==> config.mk <==
export PLATFORM = sky130hd
export DESIGN_NAME = dac_channel_control
export DESIGN_NICKNAME = d
export VERILOG_FILES = /design/src/dac_ctrl_pkg.sv /design/src/dac_channel_control.sv /design/src/dac_code_mem.sv
export SDC_FILE = /design/constraint.sdc
export NUM_CORES = 1
export LEC_CHECK = 0
export BUFFER_PORTS_ARGS = -buffer_cell sky130_fd_sc_hd__buf_2
export CAP_MARGIN = 20
export CORE_MARGIN = 4
export CORE_UTILIZATION = 35
export CTS_BUF_LIST = sky130_fd_sc_hd__clkbuf_8
export DETAILED_ROUTE_END_ITERATION = 6
export GPL_TIMING_DRIVEN = 1
export PLACE_DENSITY = 0.6
export SYNTH_ARGS = -nofsm -noshare
export SYNTH_HDL_FRONTEND = slang
export SYNTH_SLANG_ARGS = --single-unit
==> constraint.sdc <==
create_clock -name pclk -period 8.39 [get_ports pclk]
set_input_delay 0.839 -clock pclk [delete_from_list [all_inputs] [get_ports pclk]]
set_output_delay 0.839 -clock pclk [all_outputs]
set_load 0.01 [all_outputs]
==> src/dac_ctrl_pkg.sv <==
// Package with register map, field layout and reset values for the DAC channel control
package dac_ctrl_pkg;
   // ****************************************
   // Sizes
   // ****************************************
   localparam int NUM_CH = 12;                   // Number of channels
   localparam int CODE_W = 12;                   // Code width
   localparam int NUM_TRIG = 13;                 // Clear trigger sources
   localparam int ADDR_W = 12;                   // APB address width
   // ****************************************
   // Register byte offsets
   // ****************************************
   localparam logic [11:0] OFS_DATA0 = 12'h000;  // Channel data, one word each
   localparam logic [11:0] OFS_CTRL = 12'h040;   // Reference control
   localparam logic [11:0] OFS_POWER = 12'h044;  // Per-channel power enable
   localparam logic [11:0] OFS_GAIN = 12'h048;   // Per-channel gain
   localparam logic [11:0] OFS_CLR0 = 12'h04C;   // Pin 0 clear enable
   localparam logic [11:0] OFS_CLR1 = 12'h050;   // Pin 1 clear enable
   localparam logic [11:0] OFS_SWCLR = 12'h054;  // Software clear
   localparam logic [11:0] OFS_AUTO = 12'h058;   // Trigger clear enable
   localparam logic [11:0] OFS_SYNC = 12'h05C;   // Sync load enable
   localparam logic [11:0] OFS_TRIGEN = 12'h060; // Trigger source enable
   localparam logic [11:0] OFS_LATCH = 12'h064;  // Latch update command
   localparam logic [11:0] OFS_STATUS = 12'h068; // Clear status per channel
   localparam logic [11:0] OFS_OUT0 = 12'h080;   // Output latch readback
   localparam logic [11:0] DATA_SPAN = 12'h030;  // Bytes spanned by a data bank
   // ****************************************
   // Fields and reset values
   // ****************************************
   localparam int CTRL_REF_EXT = 0;              // 1 = external reference
   localparam int CTRL_REF_EN = 1;               // Reference block enable
   localparam int LATCH_GO = 0;                  // Write 1 to transfer buffers
   localparam logic [11:0] RST_MASK12 = 12'h000; // Reset of per-channel masks
   localparam logic [11:0] ZERO_CODE = 12'h000;  // Code driven while cleared
   localparam logic [12:0] RST_TRIGEN = 13'h0000;// Trigger enables at reset
endpackage : dac_ctrl_pkg

==> src/dac_channel_control.sv <==
// Top of the DAC channel control block with its APB register file
//
// Behaviour
// - twelve channels, each with 12-bit code
// - reference source selectable, internal after reset
// - outputs inactive until reference block enabled
// - channel drives only while its power set
// - gain resets to twice-reference range
// - gain bit selects five-times-reference range
// - enabled low clear pin clears channel
// - software clear bit forces clear state
// - auto-clear enters clear on enabled trigger
// - sync load waits for latch command
`timescale 1ns/1ps
module dac_channel_control
   import dac_ctrl_pkg::*;
#(
   parameter int CHANNELS = NUM_CH,              // Channel count
   parameter int CW = CODE_W                     // Code width
) (
   input wire logic pclk,                        // APB clock
   input wire logic presetn,                     // Async reset, active low
   input wire logic psel,                        // APB select
   input wire logic penable,                     // APB enable
   input wire logic pwrite,                      // APB direction
   input wire logic [ADDR_W-1:0] paddr,          // APB byte address
   input wire logic [31:0] pwdata,               // APB write data
   input wire logic [3:0] pstrb,                 // APB byte strobes
   output logic [31:0] prdata,                   // APB read data
   output logic pready,                          // APB ready
   output logic pslverr,                         // APB error
   input wire logic clear_input0_n,              // Clear pin 0, active low
   input wire logic clear_input1_n,              // Clear pin 1, active low
   input wire logic [3:0] input_range_trigger,   // Input channel 0..3 out of range
   input wire logic local_temp_high_trigger,     // Local temperature high
   input wire logic local_temp_low_trigger,      // Local temperature low
   input wire logic remote1_fail_trigger,        // Remote sensor 1 fail
   input wire logic remote1_high_trigger,        // Remote sensor 1 high
   input wire logic remote1_low_trigger,         // Remote sensor 1 low
   input wire logic remote2_fail_trigger,        // Remote sensor 2 fail
   input wire logic remote2_high_trigger,        // Remote sensor 2 high
   input wire logic remote2_low_trigger,         // Remote sensor 2 low
   input wire logic overtemperature_trigger,     // Overtemperature
   output logic [CHANNELS*CW-1:0] dac_code,      // Code per channel, packed
   output logic [CHANNELS-1:0] dac_active,       // Channel output driven
   output logic [CHANNELS-1:0] dac_high_range,   // 1 = five-times range
   output logic ref_external                     // 1 = external reference
);
   // ****************************************
   // Types and helper functions
   // ****************************************
   typedef enum logic [2:0] {
      ST_IDLE = 3'b001,                          // No transfer
      ST_LOAD = 3'b010,                          // Copy buffer to latch
      ST_DONE = 3'b100                           // Walk finished
   } load_state_t;

   // Does an address hit one register
   function automatic logic hit(input logic [ADDR_W-1:0] a, input logic [11:0] ofs);
      hit = (a == ofs);
   endfunction : hit

   // Is the address inside a per-channel bank
   function automatic logic in_bank(input logic [ADDR_W-1:0] a, input logic [11:0] base);
      in_bank = (a >= base) && (a < base + DATA_SPAN) && (a[1:0] == 2'b00);
   endfunction : in_bank

   // ****************************************
   // Registers
   // ****************************************
   logic [31:0] ctrl;                            // Reference control
   logic [CHANNELS-1:0] channel_power_enable;    // Power per channel
   logic [CHANNELS-1:0] gain;                    // Range per channel
   logic [CHANNELS-1:0] pin0_clear_enable;       // Pin 0 clear enable
   logic [CHANNELS-1:0] pin1_clear_enable;       // Pin 1 clear enable
   logic [CHANNELS-1:0] software_clear;          // Software clear
   logic [CHANNELS-1:0] trigger_clear_enable;    // Auto clear
   logic [CHANNELS-1:0] sync_load_enable;        // Sync load
   logic [NUM_TRIG-1:0] trigger_enable;          // Enabled trigger sources
   logic [CHANNELS*CW-1:0] out_latch;            // Output latches
   logic [CHANNELS-1:0] pending;                 // Buffer awaiting latch
   load_state_t state;                           // Latch walk state
   logic [3:0] walk_idx;                         // Channel under transfer
   logic [CHANNELS-1:0] clear_state;             // Registered clear status

   // ****************************************
   // Bus decode
   // ****************************************
   wire access = psel && penable;                               // Access phase
   wire wr = access && pwrite && (pstrb != 4'h0);               // Write taken
   wire rd_setup = psel && !penable && !pwrite;                 // Read setup
   wire data_hit = in_bank(paddr, OFS_DATA0);                   // Data register
   wire out_hit = in_bank(paddr, OFS_OUT0);                     // Latch readback
   wire [3:0] ch_idx = 4'((paddr - OFS_DATA0) >> 2);            // Data index
   wire [3:0] out_idx = 4'((paddr - OFS_OUT0) >> 2);            // Readback index
   wire reg_hit = hit(paddr, OFS_CTRL) || hit(paddr, OFS_POWER) || hit(paddr, OFS_GAIN)
      || hit(paddr, OFS_CLR0) || hit(paddr, OFS_CLR1) || hit(paddr, OFS_SWCLR)
      || hit(paddr, OFS_AUTO) || hit(paddr, OFS_SYNC) || hit(paddr, OFS_TRIGEN)
      || hit(paddr, OFS_LATCH) || hit(paddr, OFS_STATUS);       // Plain register
   wire mapped = data_hit || out_hit || reg_hit;                // Any register
   wire data_wr = wr && data_hit;                               // Code write
   wire latch_cmd = wr && hit(paddr, OFS_LATCH) && pwdata[LATCH_GO]; // Latch command

   // ****************************************
   // Code buffer memory
   // ****************************************
   wire [3:0] mem_rd_addr = (state == ST_LOAD) ? walk_idx : ch_idx;  // Buffer read port
   logic [CW-1:0] mem_rd_data;                                        // Buffer word

   dac_code_mem #(.DEPTH(CHANNELS), .WIDTH(CW), .AW(4)) u_mem (
      .pclk(pclk),
      .presetn(presetn),
      .wr_en(data_wr),
      .wr_addr(ch_idx),
      .wr_data(pwdata[CW-1:0]),
      .rd_addr(mem_rd_addr),
      .rd_data(mem_rd_data)
   );

   // ****************************************
   // Clear conditions
   // ****************************************
   wire [NUM_TRIG-1:0] trig_vec = {overtemperature_trigger, remote2_low_trigger,
      remote2_high_trigger, remote2_fail_trigger, remote1_low_trigger, remote1_high_trigger,
      remote1_fail_trigger, local_temp_low_trigger, local_temp_high_trigger,
      input_range_trigger};                                     // Trigger sources
   wire any_trig = |(trig_vec & trigger_enable);                // Enabled trigger
   logic [CHANNELS-1:0] next_clear;                             // Clear per channel

   genvar g;
   generate
      for (g = 0; g < CHANNELS; g++) begin : g_ch
         // Clear from pins, software or triggers
         assign next_clear[g] = (pin0_clear_enable[g] && !clear_input0_n)
            || (pin1_clear_enable[g] && !clear_input1_n)
            || software_clear[g]
            || (trigger_clear_enable[g] && any_trig);

         // Output stage per channel
         always_ff @(posedge pclk or negedge presetn) begin
            if (!presetn) begin
               dac_code[g*CW +: CW] <= ZERO_CODE;
               dac_active[g] <= 1'b0;
            end else begin
               dac_code[g*CW +: CW] <= next_clear[g] ? ZERO_CODE
                  : out_latch[g*CW +: CW];                   // Zero while cleared
               dac_active[g] <= channel_power_enable[g] && ctrl[CTRL_REF_EN];
            end
         end
      end
   endgenerate

   // ****************************************
   // Latch load: immediate or on command
   // ****************************************
   // Immediate load takes pwdata directly; sync load defers to the walk
   always_ff @(posedge pclk or negedge presetn) begin
      if (!presetn) begin
         out_latch <= '0;
         pending <= '0;
         state <= ST_IDLE;
         walk_idx <= 4'h0;
      end else begin
         if (data_wr && !sync_load_enable[ch_idx]) begin
            out_latch[ch_idx*CW +: CW] <= pwdata[CW-1:0];
         end
         case (state)
            ST_IDLE: begin
               if (latch_cmd) begin
                  state <= ST_LOAD;
                  walk_idx <= 4'h0;
               end
            end
            ST_LOAD: begin
               // Memory read data lags its address by one cycle
               if (walk_idx != 4'h0 && pending[walk_idx - 4'h1]) begin
                  out_latch[(walk_idx - 4'h1)*CW +: CW] <= mem_rd_data;
               end
               if (walk_idx == 4'(CHANNELS)) begin
                  state <= ST_DONE;
               end else begin
                  walk_idx <= walk_idx + 4'h1;
               end
            end
            ST_DONE: begin
               pending <= '0;
               state <= ST_IDLE;
            end
            default: begin
               state <= ST_IDLE;
            end
         endcase
         // A new buffered write marks the channel, winning over the end of a walk
         if (data_wr && sync_load_enable[ch_idx]) begin
            pending[ch_idx] <= 1'b1;
         end
      end
   end

   // ****************************************
   // Register writes
   // ****************************************
   always_ff @(posedge pclk or negedge presetn) begin
      if (!presetn) begin
         ctrl <= 32'h0000_0000;                              // Internal ref
         channel_power_enable <= RST_MASK12;
         gain <= RST_MASK12;                                 // Low range
         pin0_clear_enable <= RST_MASK12;
         pin1_clear_enable <= RST_MASK12;
         software_clear <= RST_MASK12;
         trigger_clear_enable <= RST_MASK12;
         sync_load_enable <= RST_MASK12;
         trigger_enable <= RST_TRIGEN;
      end else if (wr) begin
         if (hit(paddr, OFS_CTRL)) begin
            ctrl <= {30'h0, pwdata[CTRL_REF_EN], pwdata[CTRL_REF_EXT]};
         end
         if (hit(paddr, OFS_POWER)) channel_power_enable <= pwdata[CHANNELS-1:0];
         if (hit(paddr, OFS_GAIN)) gain <= pwdata[CHANNELS-1:0];
         if (hit(paddr, OFS_CLR0)) pin0_clear_enable <= pwdata[CHANNELS-1:0];
         if (hit(paddr, OFS_CLR1)) pin1_clear_enable <= pwdata[CHANNELS-1:0];
         if (hit(paddr, OFS_SWCLR)) software_clear <= pwdata[CHANNELS-1:0];
         if (hit(paddr, OFS_AUTO)) trigger_clear_enable <= pwdata[CHANNELS-1:0];
         if (hit(paddr, OFS_SYNC)) sync_load_enable <= pwdata[CHANNELS-1:0];
         if (hit(paddr, OFS_TRIGEN)) trigger_enable <= pwdata[NUM_TRIG-1:0];
      end
   end

   // ****************************************
   // Status, range and reference outputs
   // ****************************************
   always_ff @(posedge pclk or negedge presetn) begin
      if (!presetn) begin
         clear_state <= '0;
         dac_high_range <= '0;
         ref_external <= 1'b0;
      end else begin
         clear_state <= next_clear;
         dac_high_range <= gain;
         ref_external <= ctrl[CTRL_REF_EXT];
      end
   end

   // ****************************************
   // Read mux and APB answer
   // ****************************************
   logic [31:0] next_rdata;                                  // Read value
   always_comb begin
      next_rdata = 32'h0;
      if (data_hit) next_rdata = {20'h0, mem_rd_data};
      else if (out_hit) next_rdata = {20'h0, out_latch[out_idx*CW +: CW]};
      else if (hit(paddr, OFS_CTRL)) next_rdata = ctrl;
      else if (hit(paddr, OFS_POWER)) next_rdata = {20'h0, channel_power_enable};
      else if (hit(paddr, OFS_GAIN)) next_rdata = {20'h0, gain};
      else if (hit(paddr, OFS_CLR0)) next_rdata = {20'h0, pin0_clear_enable};
      else if (hit(paddr, OFS_CLR1)) next_rdata = {20'h0, pin1_clear_enable};
      else if (hit(paddr, OFS_SWCLR)) next_rdata = {20'h0, software_clear};
      else if (hit(paddr, OFS_AUTO)) next_rdata = {20'h0, trigger_clear_enable};
      else if (hit(paddr, OFS_SYNC)) next_rdata = {20'h0, sync_load_enable};
      else if (hit(paddr, OFS_TRIGEN)) next_rdata = {19'h0, trigger_enable};
      else if (hit(paddr, OFS_STATUS)) next_rdata = {20'h0, clear_state};
      else next_rdata = 32'h0;
   end

   // Ready one cycle into the access phase; data buffer read settles in setup
   always_ff @(posedge pclk or negedge presetn) begin
      if (!presetn) begin
         pready <= 1'b0;
         pslverr <= 1'b0;
         prdata <= 32'h0;
      end else begin
         pready <= access && !pready;
         pslverr <= access && !pready && !mapped;
         prdata <= (access && !pready && !pwrite) ? next_rdata : 32'h0;
      end
   end
endmodule : dac_channel_control

==> src/dac_code_mem.sv <==
// Small register-file memory holding one code word per channel
`timescale 1ns/1ps
module dac_code_mem #(
   parameter int DEPTH = 12,                 // Words
   parameter int WIDTH = 12,                 // Bits per word
   parameter int AW = 4                      // Address bits
) (
   input wire logic pclk,                    // Clock
   input wire logic presetn,                 // Async reset, active low
   input wire logic wr_en,                   // Write strobe
   input wire logic [AW-1:0] wr_addr,        // Write index
   input wire logic [WIDTH-1:0] wr_data,     // Write data
   input wire logic [AW-1:0] rd_addr,        // Read index
   output logic [WIDTH-1:0] rd_data          // Registered read data
);
   logic [WIDTH-1:0] mem [DEPTH];            // Storage

   // ****************************************
   // Write and registered read
   // ****************************************
   always_ff @(posedge pclk or negedge presetn) begin
      if (!presetn) begin
         rd_data <= '0;
         for (int i = 0; i < DEPTH; i++) begin
            mem[i] <= '0;
         end
      end else begin
         if (wr_en && (32'(wr_addr) < DEPTH)) begin
            mem[wr_addr] <= wr_data;
         end
         rd_data <= (32'(rd_addr) < DEPTH) ? mem[rd_addr] : '0;
      end
   end
endmodule : dac_code_mem

Yosys cells after proc, flatten, opt, wreduce, memory -nomap -nowiden
Index checks and enable logic that the tools add are counted.
{"block": "op_classes", "n_addsub": 6, "mul": 3, "n_lt_le_gt_ge": 12, "n_eq_ne": 18, "shifts": 5, "mux": 52, "bitwise": 4, "reduce_logical": 137}
{"operator": "bitwise mux 144 bit", "count": 3}
{"operator": "two-way mux 144 bit", "count": 3}
{"operator": "variable shift 12 x 34 -> 144 bit (first input constant)", "count": 2}
{"operator": "variable part select 12 x 34 -> 144 bit", "count": 2}
{"operator": "two-way mux 12 bit", "count": 19}
{"operator": "variable part select 144 x 9 -> 12 bit", "count": 1}
{"operator": "two-way mux 13 bit", "count": 11}
{"operator": "== test 12 x 7 -> 1 bit (second input constant)", "count": 11}
{"operator": "logical AND 1 bit", "count": 67}
{"operator": "binary-select mux 12 bit (select 4 bit)", "count": 1}
{"operator": "demux 12 bit (select 4 bit)", "count": 1}
{"operator": "logical OR 1 bit", "count": 48}
{"operator": "negation 32 -> 34 bit", "count": 1}
{"operator": "negation 8 -> 34 bit", "count": 1}
{"operator": "multiplier 32 x 2 -> 30 bit (second input constant)", "count": 1}
{"operator": "two-way mux 32 bit", "count": 1}
{"operator": "AND reduction 2 bit", "count": 10}
{"operator": "bitwise AND 13 bit", "count": 1}
{"operator": "OR reduction 13 bit", "count": 1}
{"operator": ">= comparator 12 x 1 -> 1 bit (second input constant)", "count": 1}
{"operator": ">= comparator 12 x 8 -> 1 bit (second input constant)", "count": 1}
{"operator": "less-than comparator 12 x 6 -> 1 bit (second input constant)", "count": 1}
{"operator": "less-than comparator 12 x 8 -> 1 bit (second input constant)", "count": 1}
{"operator": "multiplier 4 x 2 -> 6 bit (second input constant)", "count": 2}
{"operator": "29 further kinds", "count": 46}
{"block": "totals", "register_bits": 633, "input_bits": 68, "out_inout_bits": 203, "wordCells": 293}

Depth between registers and ports, before layout
{"block": "logic_depth", "ltp_word": 14, "mapped_depth": 28, "depth_no_buf": 21}

Hierarchy
A second synthesis with hierarchy kept.
{"block": "unflattened", "hier_cells": 2816, "hier_area_um2": 31705.4}
{"mod": "dac_channel_control", "n_inst": 1, "cells_each": 2386, "area_per_inst_um2": 24768.8}
{"mod": "dac_code_mem", "n_inst": 1, "cells_each": 430, "area_per_inst_um2": 6936.7}

Least setup slack after synthesis
OpenSTA, ideal clock, no wires.
{"block": "synth_path", "path_type": "flip-flop to flip-flop", "start": "register walk_idx[0]", "end": "register out_latch[114]", "arrival_ns": 6.434, "t_required_ns": 8.262, "slack_ns": 1.829, "stages_incl_launch_ff": 27, "path_buffers": 7, "period_less_slack_ns": 6.561, "path_cell_list": "dfrtp_1 -> buf_6 -> inv_1 -> clkbuf_1 -> ha_1 -> buf_2 -> xnor2_1 -> inv_1 -> clkbuf_1 -> clkbuf_1 -> ha_1 -> a21o_1 -> o31ai_2 -> xor2_1 -> nand2_1 -> nor3_1 -> nand2_1 -> ha_1 -> or4_1 -> a2111oi_2 -> nand3_1 -> a41o_1 -> buf_2 -> nor2_1 -> and3_1 -> buf_2 -> mux2_1"}
{"block": "synth_via", "elab_chain_len": 7, "word_cells_on_any_way": 13, "classes_between": "3 x add/sub; 1 x mul; 2 x shift; 5 x mux; 2 x reduce/logical"}
{"item": "start, declared", "line": "dac_channel_control.sv:83", "text": "logic [3:0] walk_idx;"}
{"item": "start signal, assigned", "line": "dac_channel_control.sv:182", "text": "walk_idx <= walk_idx + 4'h1;"}
{"item": "subtractor 4 x 1 -> 5 bit", "line": "dac_channel_control.sv:177", "text": "out_latch[(walk_idx - 4'h1)*CW +: CW] <= mem_rd_data;"}
{"item": "multiplier 32 x 2 -> 30 bit", "line": "dac_channel_control.sv:177"}
{"item": "negation 32 -> 34 bit", "line": "dac_channel_control.sv:177"}
{"item": "variable part select 12 x 34 -> 144 bit or variable shift 12 x 34 -> 144 bit (tied branches)", "line": "dac_channel_control.sv:177"}
{"item": "bitwise mux 144 bit", "line": "dac_channel_control.sv:177"}
{"item": "two-way mux 144 bit *", "line": "dac_channel_control.sv:176", "text": "if (walk_idx != 4'h0 && pending[walk_idx - 4'h1]) begin"}
{"item": "two-way mux 144 bit *", "line": "dac_channel_control.sv:167", "text": "case (state)"}
{"item": "end signal, assigned by index", "line": "dac_channel_control.sv:165", "text": "out_latch[ch_idx*CW +: CW] <= pwdata[CW-1:0];"}
{"item": "end signal, assigned by index", "line": "dac_channel_control.sv:177"}
{"item": "end, declared", "line": "dac_channel_control.sv:80", "text": "logic [CHANNELS*CW-1:0] out_latch;"}
Every way passes the cells marked *; elsewhere a longest branch is shown, timed or not. The select of a mux whose other input is x is not followed.
A chain may end at the register's enable or synchronous reset.

Worst setup path after layout
{"block": "layout_path", "start": "register walk_idx[1]", "end": "register out_latch[46]"}
The elaborated chain is that of the path after synthesis.

==> impl_summary.md <==
Critical path
STA classifies the critical path startpoint as a flop. In this design, the stage delay of the slowest critical-path cell is 670 ps. Of all nets on the critical path, the largest fanout is 16.

The critical path goes through inv_1, ha_1, xnor2_1, buf_4, inv_1, fa_1, xnor3_1, xor2_2, nand2_1, nor3_1, nand2_1, ha_1, or4_1, a2111oi_2, nand3_1, a31oi_1, nand2_1, nor3_2, o21ai_0. The depth of the most critical reg-to-reg path is 19. The worst setup path is captured at a flop. The setup check on the worst reg-to-reg path leaves a slack of 940 ps. By instance count, the cell type seen most on the critical path is sky130_fd_sc_hd__nand2_1. The reg-to-reg startpoint is walk_idx[1]$_DFFE_PN0P_. The end point of the critical path is out_latch[46]$_DFF_PN0_.

The slowest cell on the critical path is sky130_fd_sc_hd__nor3_2. The setup path with the least slack is of type flop to flop. The worst register-to-register path ends at out_latch[46]$_DFF_PN0_. The data arrival time of the critical path is 8010 ps. Tracing the worst setup path back leads to its startpoint at walk_idx[1]$_DFFE_PN0P_. The required time of the worst setup path is 8950 ps.

Die
The initialized floorplan defines 109 standard-cell rows. The total area inside the core boundary comes to 88800 sq um. During I/O placement, the number of pins put on the boundary was 271. The die is 308 um wide. The die extent in y is 308 um. The effective utilization at floorplan is 0.354. The die covers 94800 sq um.

Synthesis
The mean post-synth cell area is 10.7 sq um. After synthesis, the most frequently instantiated cells are sky130_fd_sc_hd__dfrtp_1, sky130_fd_sc_hd__nand2_1, sky130_fd_sc_hd__mux2_2, sky130_fd_sc_hd__mux2i_1, sky130_fd_sc_hd__and2_1. The synthesized flop and latch total is 614.

The share of synthesized registers carrying an async set or reset is 1.00. In this run the cell area of the synthesized design comes to 31500 sq um. The share of synthesized area in the top cell type comes to 0.488. The sequential cell area fraction in the yosys report is 0.488.

Synthesis produced a netlist whose cell count is 2935. The synthesized design spends more area on one cell type than any other, namely sky130_fd_sc_hd__dfrtp_1. The most common flop cell mapped by yosys is sky130_fd_sc_hd__dfrtp_1. The number of enable-type register cells in the synthesized netlist is 0. The distinct cell type count after synthesis is 99.

The Yosys step of the flow raised 0 warnings. After synthesis, the cell types taking the most area are sky130_fd_sc_hd__dfrtp_1, sky130_fd_sc_hd__mux2_2, sky130_fd_sc_hd__mux2i_1. The cell with the most instances after synthesis is sky130_fd_sc_hd__dfrtp_1.

Timing
For the pin with the worst max-slew slack, the measured transition is 1190 ps. After routing, the total negative slack on setup checks comes to 0 ps. The count of final setup violators is 0. The final hold violation count came to 0.

The maximum achievable frequency is 134 MHz. The number of max-slew violations in the final report is 0. The tightest hold margin is 124 ps. The worst clock skew on the final layout is 36.6 ps.

Setup repair after global routing left no endpoint under its margin. Headroom to the max-slew limit came out at 0.203. Subtracting the final worst setup slack from the clock period gives 7450 ps. The post-route clock period utilization is 0.888.

Global routing
The via count of the first global-routing pass is 24.6k. The first global-routing pass estimated 171 mm of wire. The largest net degree at the start of global routing is 143. The overall track demand over capacity in global routing is 0.243.

The number of antenna violations at the first check in global routing is 4. The total overflow left after global routing is 0.

Route
The total wire length after detailed routing is 117 mm. The count of antenna-violating nets left after detailed routing is 0. The number of DRC markers after the initial detailed-route iteration is 2690. The number of design rule violations left after detail routing is 2. The detailed router placed 25.2k vias in this run.

In the final routed layout, each cell accounts on average for 26.9 um. The first detailed-routing pass took 7 iterations. Using the TritonRoute via totals, the vias-per-cell ratio works out to 5.77.

Status
The flow ran to the end, but the final reports show violations. The final reports fail on DRC.

Clocking
The clock net sink count is 614. The H-tree generated during clock tree synthesis spans 3 levels. The number of clock buffers added by TritonCTS is 100. After clock tree synthesis, the clock-pin slew on the worst setup and hold paths is 60 ps.

The post-CTS setup-driven buffer insertion count is 0. In this run, post-CTS repair resized a total of 0 instances. Clock tree synthesis selected as its root buffer the cell sky130_fd_sc_hd__clkbuf_8. The insertion delay to the later sink of the worst-skew pair is 730 ps. TritonCTS built the clock tree. The number of buffers inserted for hold repair after clock tree synthesis is 0. The longest clock path from root to sink contains 3 buffers.

Cells and area
After the last flow step, the layout net total stands at 3232. Of the cells placed in the final design, the portion with a size suffix greater than 1 is 0.250. The area growth from synthesis to layout is 13.9%. The fill cell total of the finished layout is 8672.

In the final layout, the multi-input gates occupy 15000 sq um. The area occupied by registers is 15400 sq um.

Min path
The classification of the worst-slack hold path is input pin to asynchronous set/reset pin.

Power
The completed layout was analyzed and its total power is 0.00617 W. Power spread over the standard cell area amounts to 172 nW/um^2. The analysis attributes to cell leakage a power of 16.5 nW. The worst-case IR drop observed on VDD is 91.5 uV.

Run
The max-cap violation count is 0.

Placement
The count of input and output buffers is 232. Summed over all nets, the half-perimeter wirelength after detailed placement is 85.1 mm. The final RePlAce weighted congestion is 1.00.
state kept, by name, indices dropped and copies added, names as in the netlist, 2 cells and up:
signal,count
dac_code,144
out_latch,144
u_mem.mem,144
prdata,13
trigger_enable,13
channel_power_enable,12
clear_state,12
dac_active,12
dac_high_range,12
gain,12
pending,12
pin0_clear_enable,12
pin1_clear_enable,12
software_clear,12
sync_load_enable,12
trigger_clear_enable,12
u_mem.rd_data,12
walk_idx,4
state,3
ctrl,2
layout by cell type, fill, tap and decap left out, drive strengths merged, types with 51 or more instances in the layout:
master    n
dfrtp   613
nand2   321
buf     297
mux2    233
mux2i   205
and2    183
o21ai   169
nor2    164
clkbuf  129
a21oi   118
inv     100
nand3    91
mux4     54
o22ai    51
worst max-delay path: cells and delay by family, from the launching register on:
kind                       cells  cell delay [ps]
and+or+nand+nor                7             2490
adders and majority gates      3             1250
DFF                            1              660
xor gates and xnor gates       3             1130
buffers and inverters          3              530
AOI/OAI and AO/OA              3             1200
per-stage QoR:
step	instance area (sq um)	util	worst slack (ps)	cells
finish	35800	0.404	938	4369
global route	35800	0.404	458	4368
CTS	35800	0.404	1030	4366
detailed placement	33800	0.381	1070	4193
global placement	33800	0.381	1200	4192
floorplan	31500	-	1830	2953
logic make-up after synthesis:
logic type	after synthesis	share of synthesized area
adders and majority gates	33	0.0136
DFF	614	0.488
and+or+nand+nor	936	0.150
muxes	492	0.187
AOI/OAI and AO/OA	553	0.116
buffers and inverters	289	0.0385
xor gates and xnor gates	17	0.00624
other	1	0.000119
layer usage:
| layer | global-route usage | up-vias | wire [um] |
|---|---|---|---|
| met5 | 0 | - | 0 |
| met4 | 0.119 | 0 | 6310 |
| met3 | 0.0469 | 260 | 10100 |
| met2 | 0.375 | 1301 | 52500 |
| met1 | 0.329 | 12760 | 48400 |
| li1 | - | 10875 | - |
layout make-up:
class                           count  share of cell area
Timing Repair Buffer              297              0.0472
Clock buffer                      129              0.0495
Multi-Input combinational cell   2050               0.420
Sequential cell                   614               0.429
Inverter                           68             0.00712
Antenna cell                        2            0.000140
Tap cell                         1165              0.0407
Clock inverter                     44             0.00698
how the worst min path moves through the flow:
stage                     slack [ps]                     endpoint  depth (start not counted)                start
final                            120      dac_code[122]$_DFF_PN0_                          1              presetn
after global routing             170      dac_code[122]$_DFF_PN0_                          1              presetn
after CTS                        120      dac_code[122]$_DFF_PN0_                          1              presetn
after detailed placement         400       ref_external$_DFF_PN0_                          0  ctrl[0]$_DFFE_PN0P_
after global placement           400  dac_high_range[9]$_DFF_PN0_                          0  gain[9]$_DFFE_PN0P_
after floorplan                  360  dac_high_range[7]$_DFF_PN0_                          0  gain[7]$_DFFE_PN0P_
report_power, final:
group | total, W | internal (W) | leakage, nW | switching (W)
combinational | 0.000529 | 0.000126 | 7.74 | 0.000403
clock | 0.00265 | 0.00143 | 1.16 | 0.00122
sequential | 0.00299 | 0.00297 | 7.60 | 0.0000155
total | 0.00617 | 0.00453 | 16.5 | 0.00164
No activity file was read; power rests on OpenSTA's default activity.
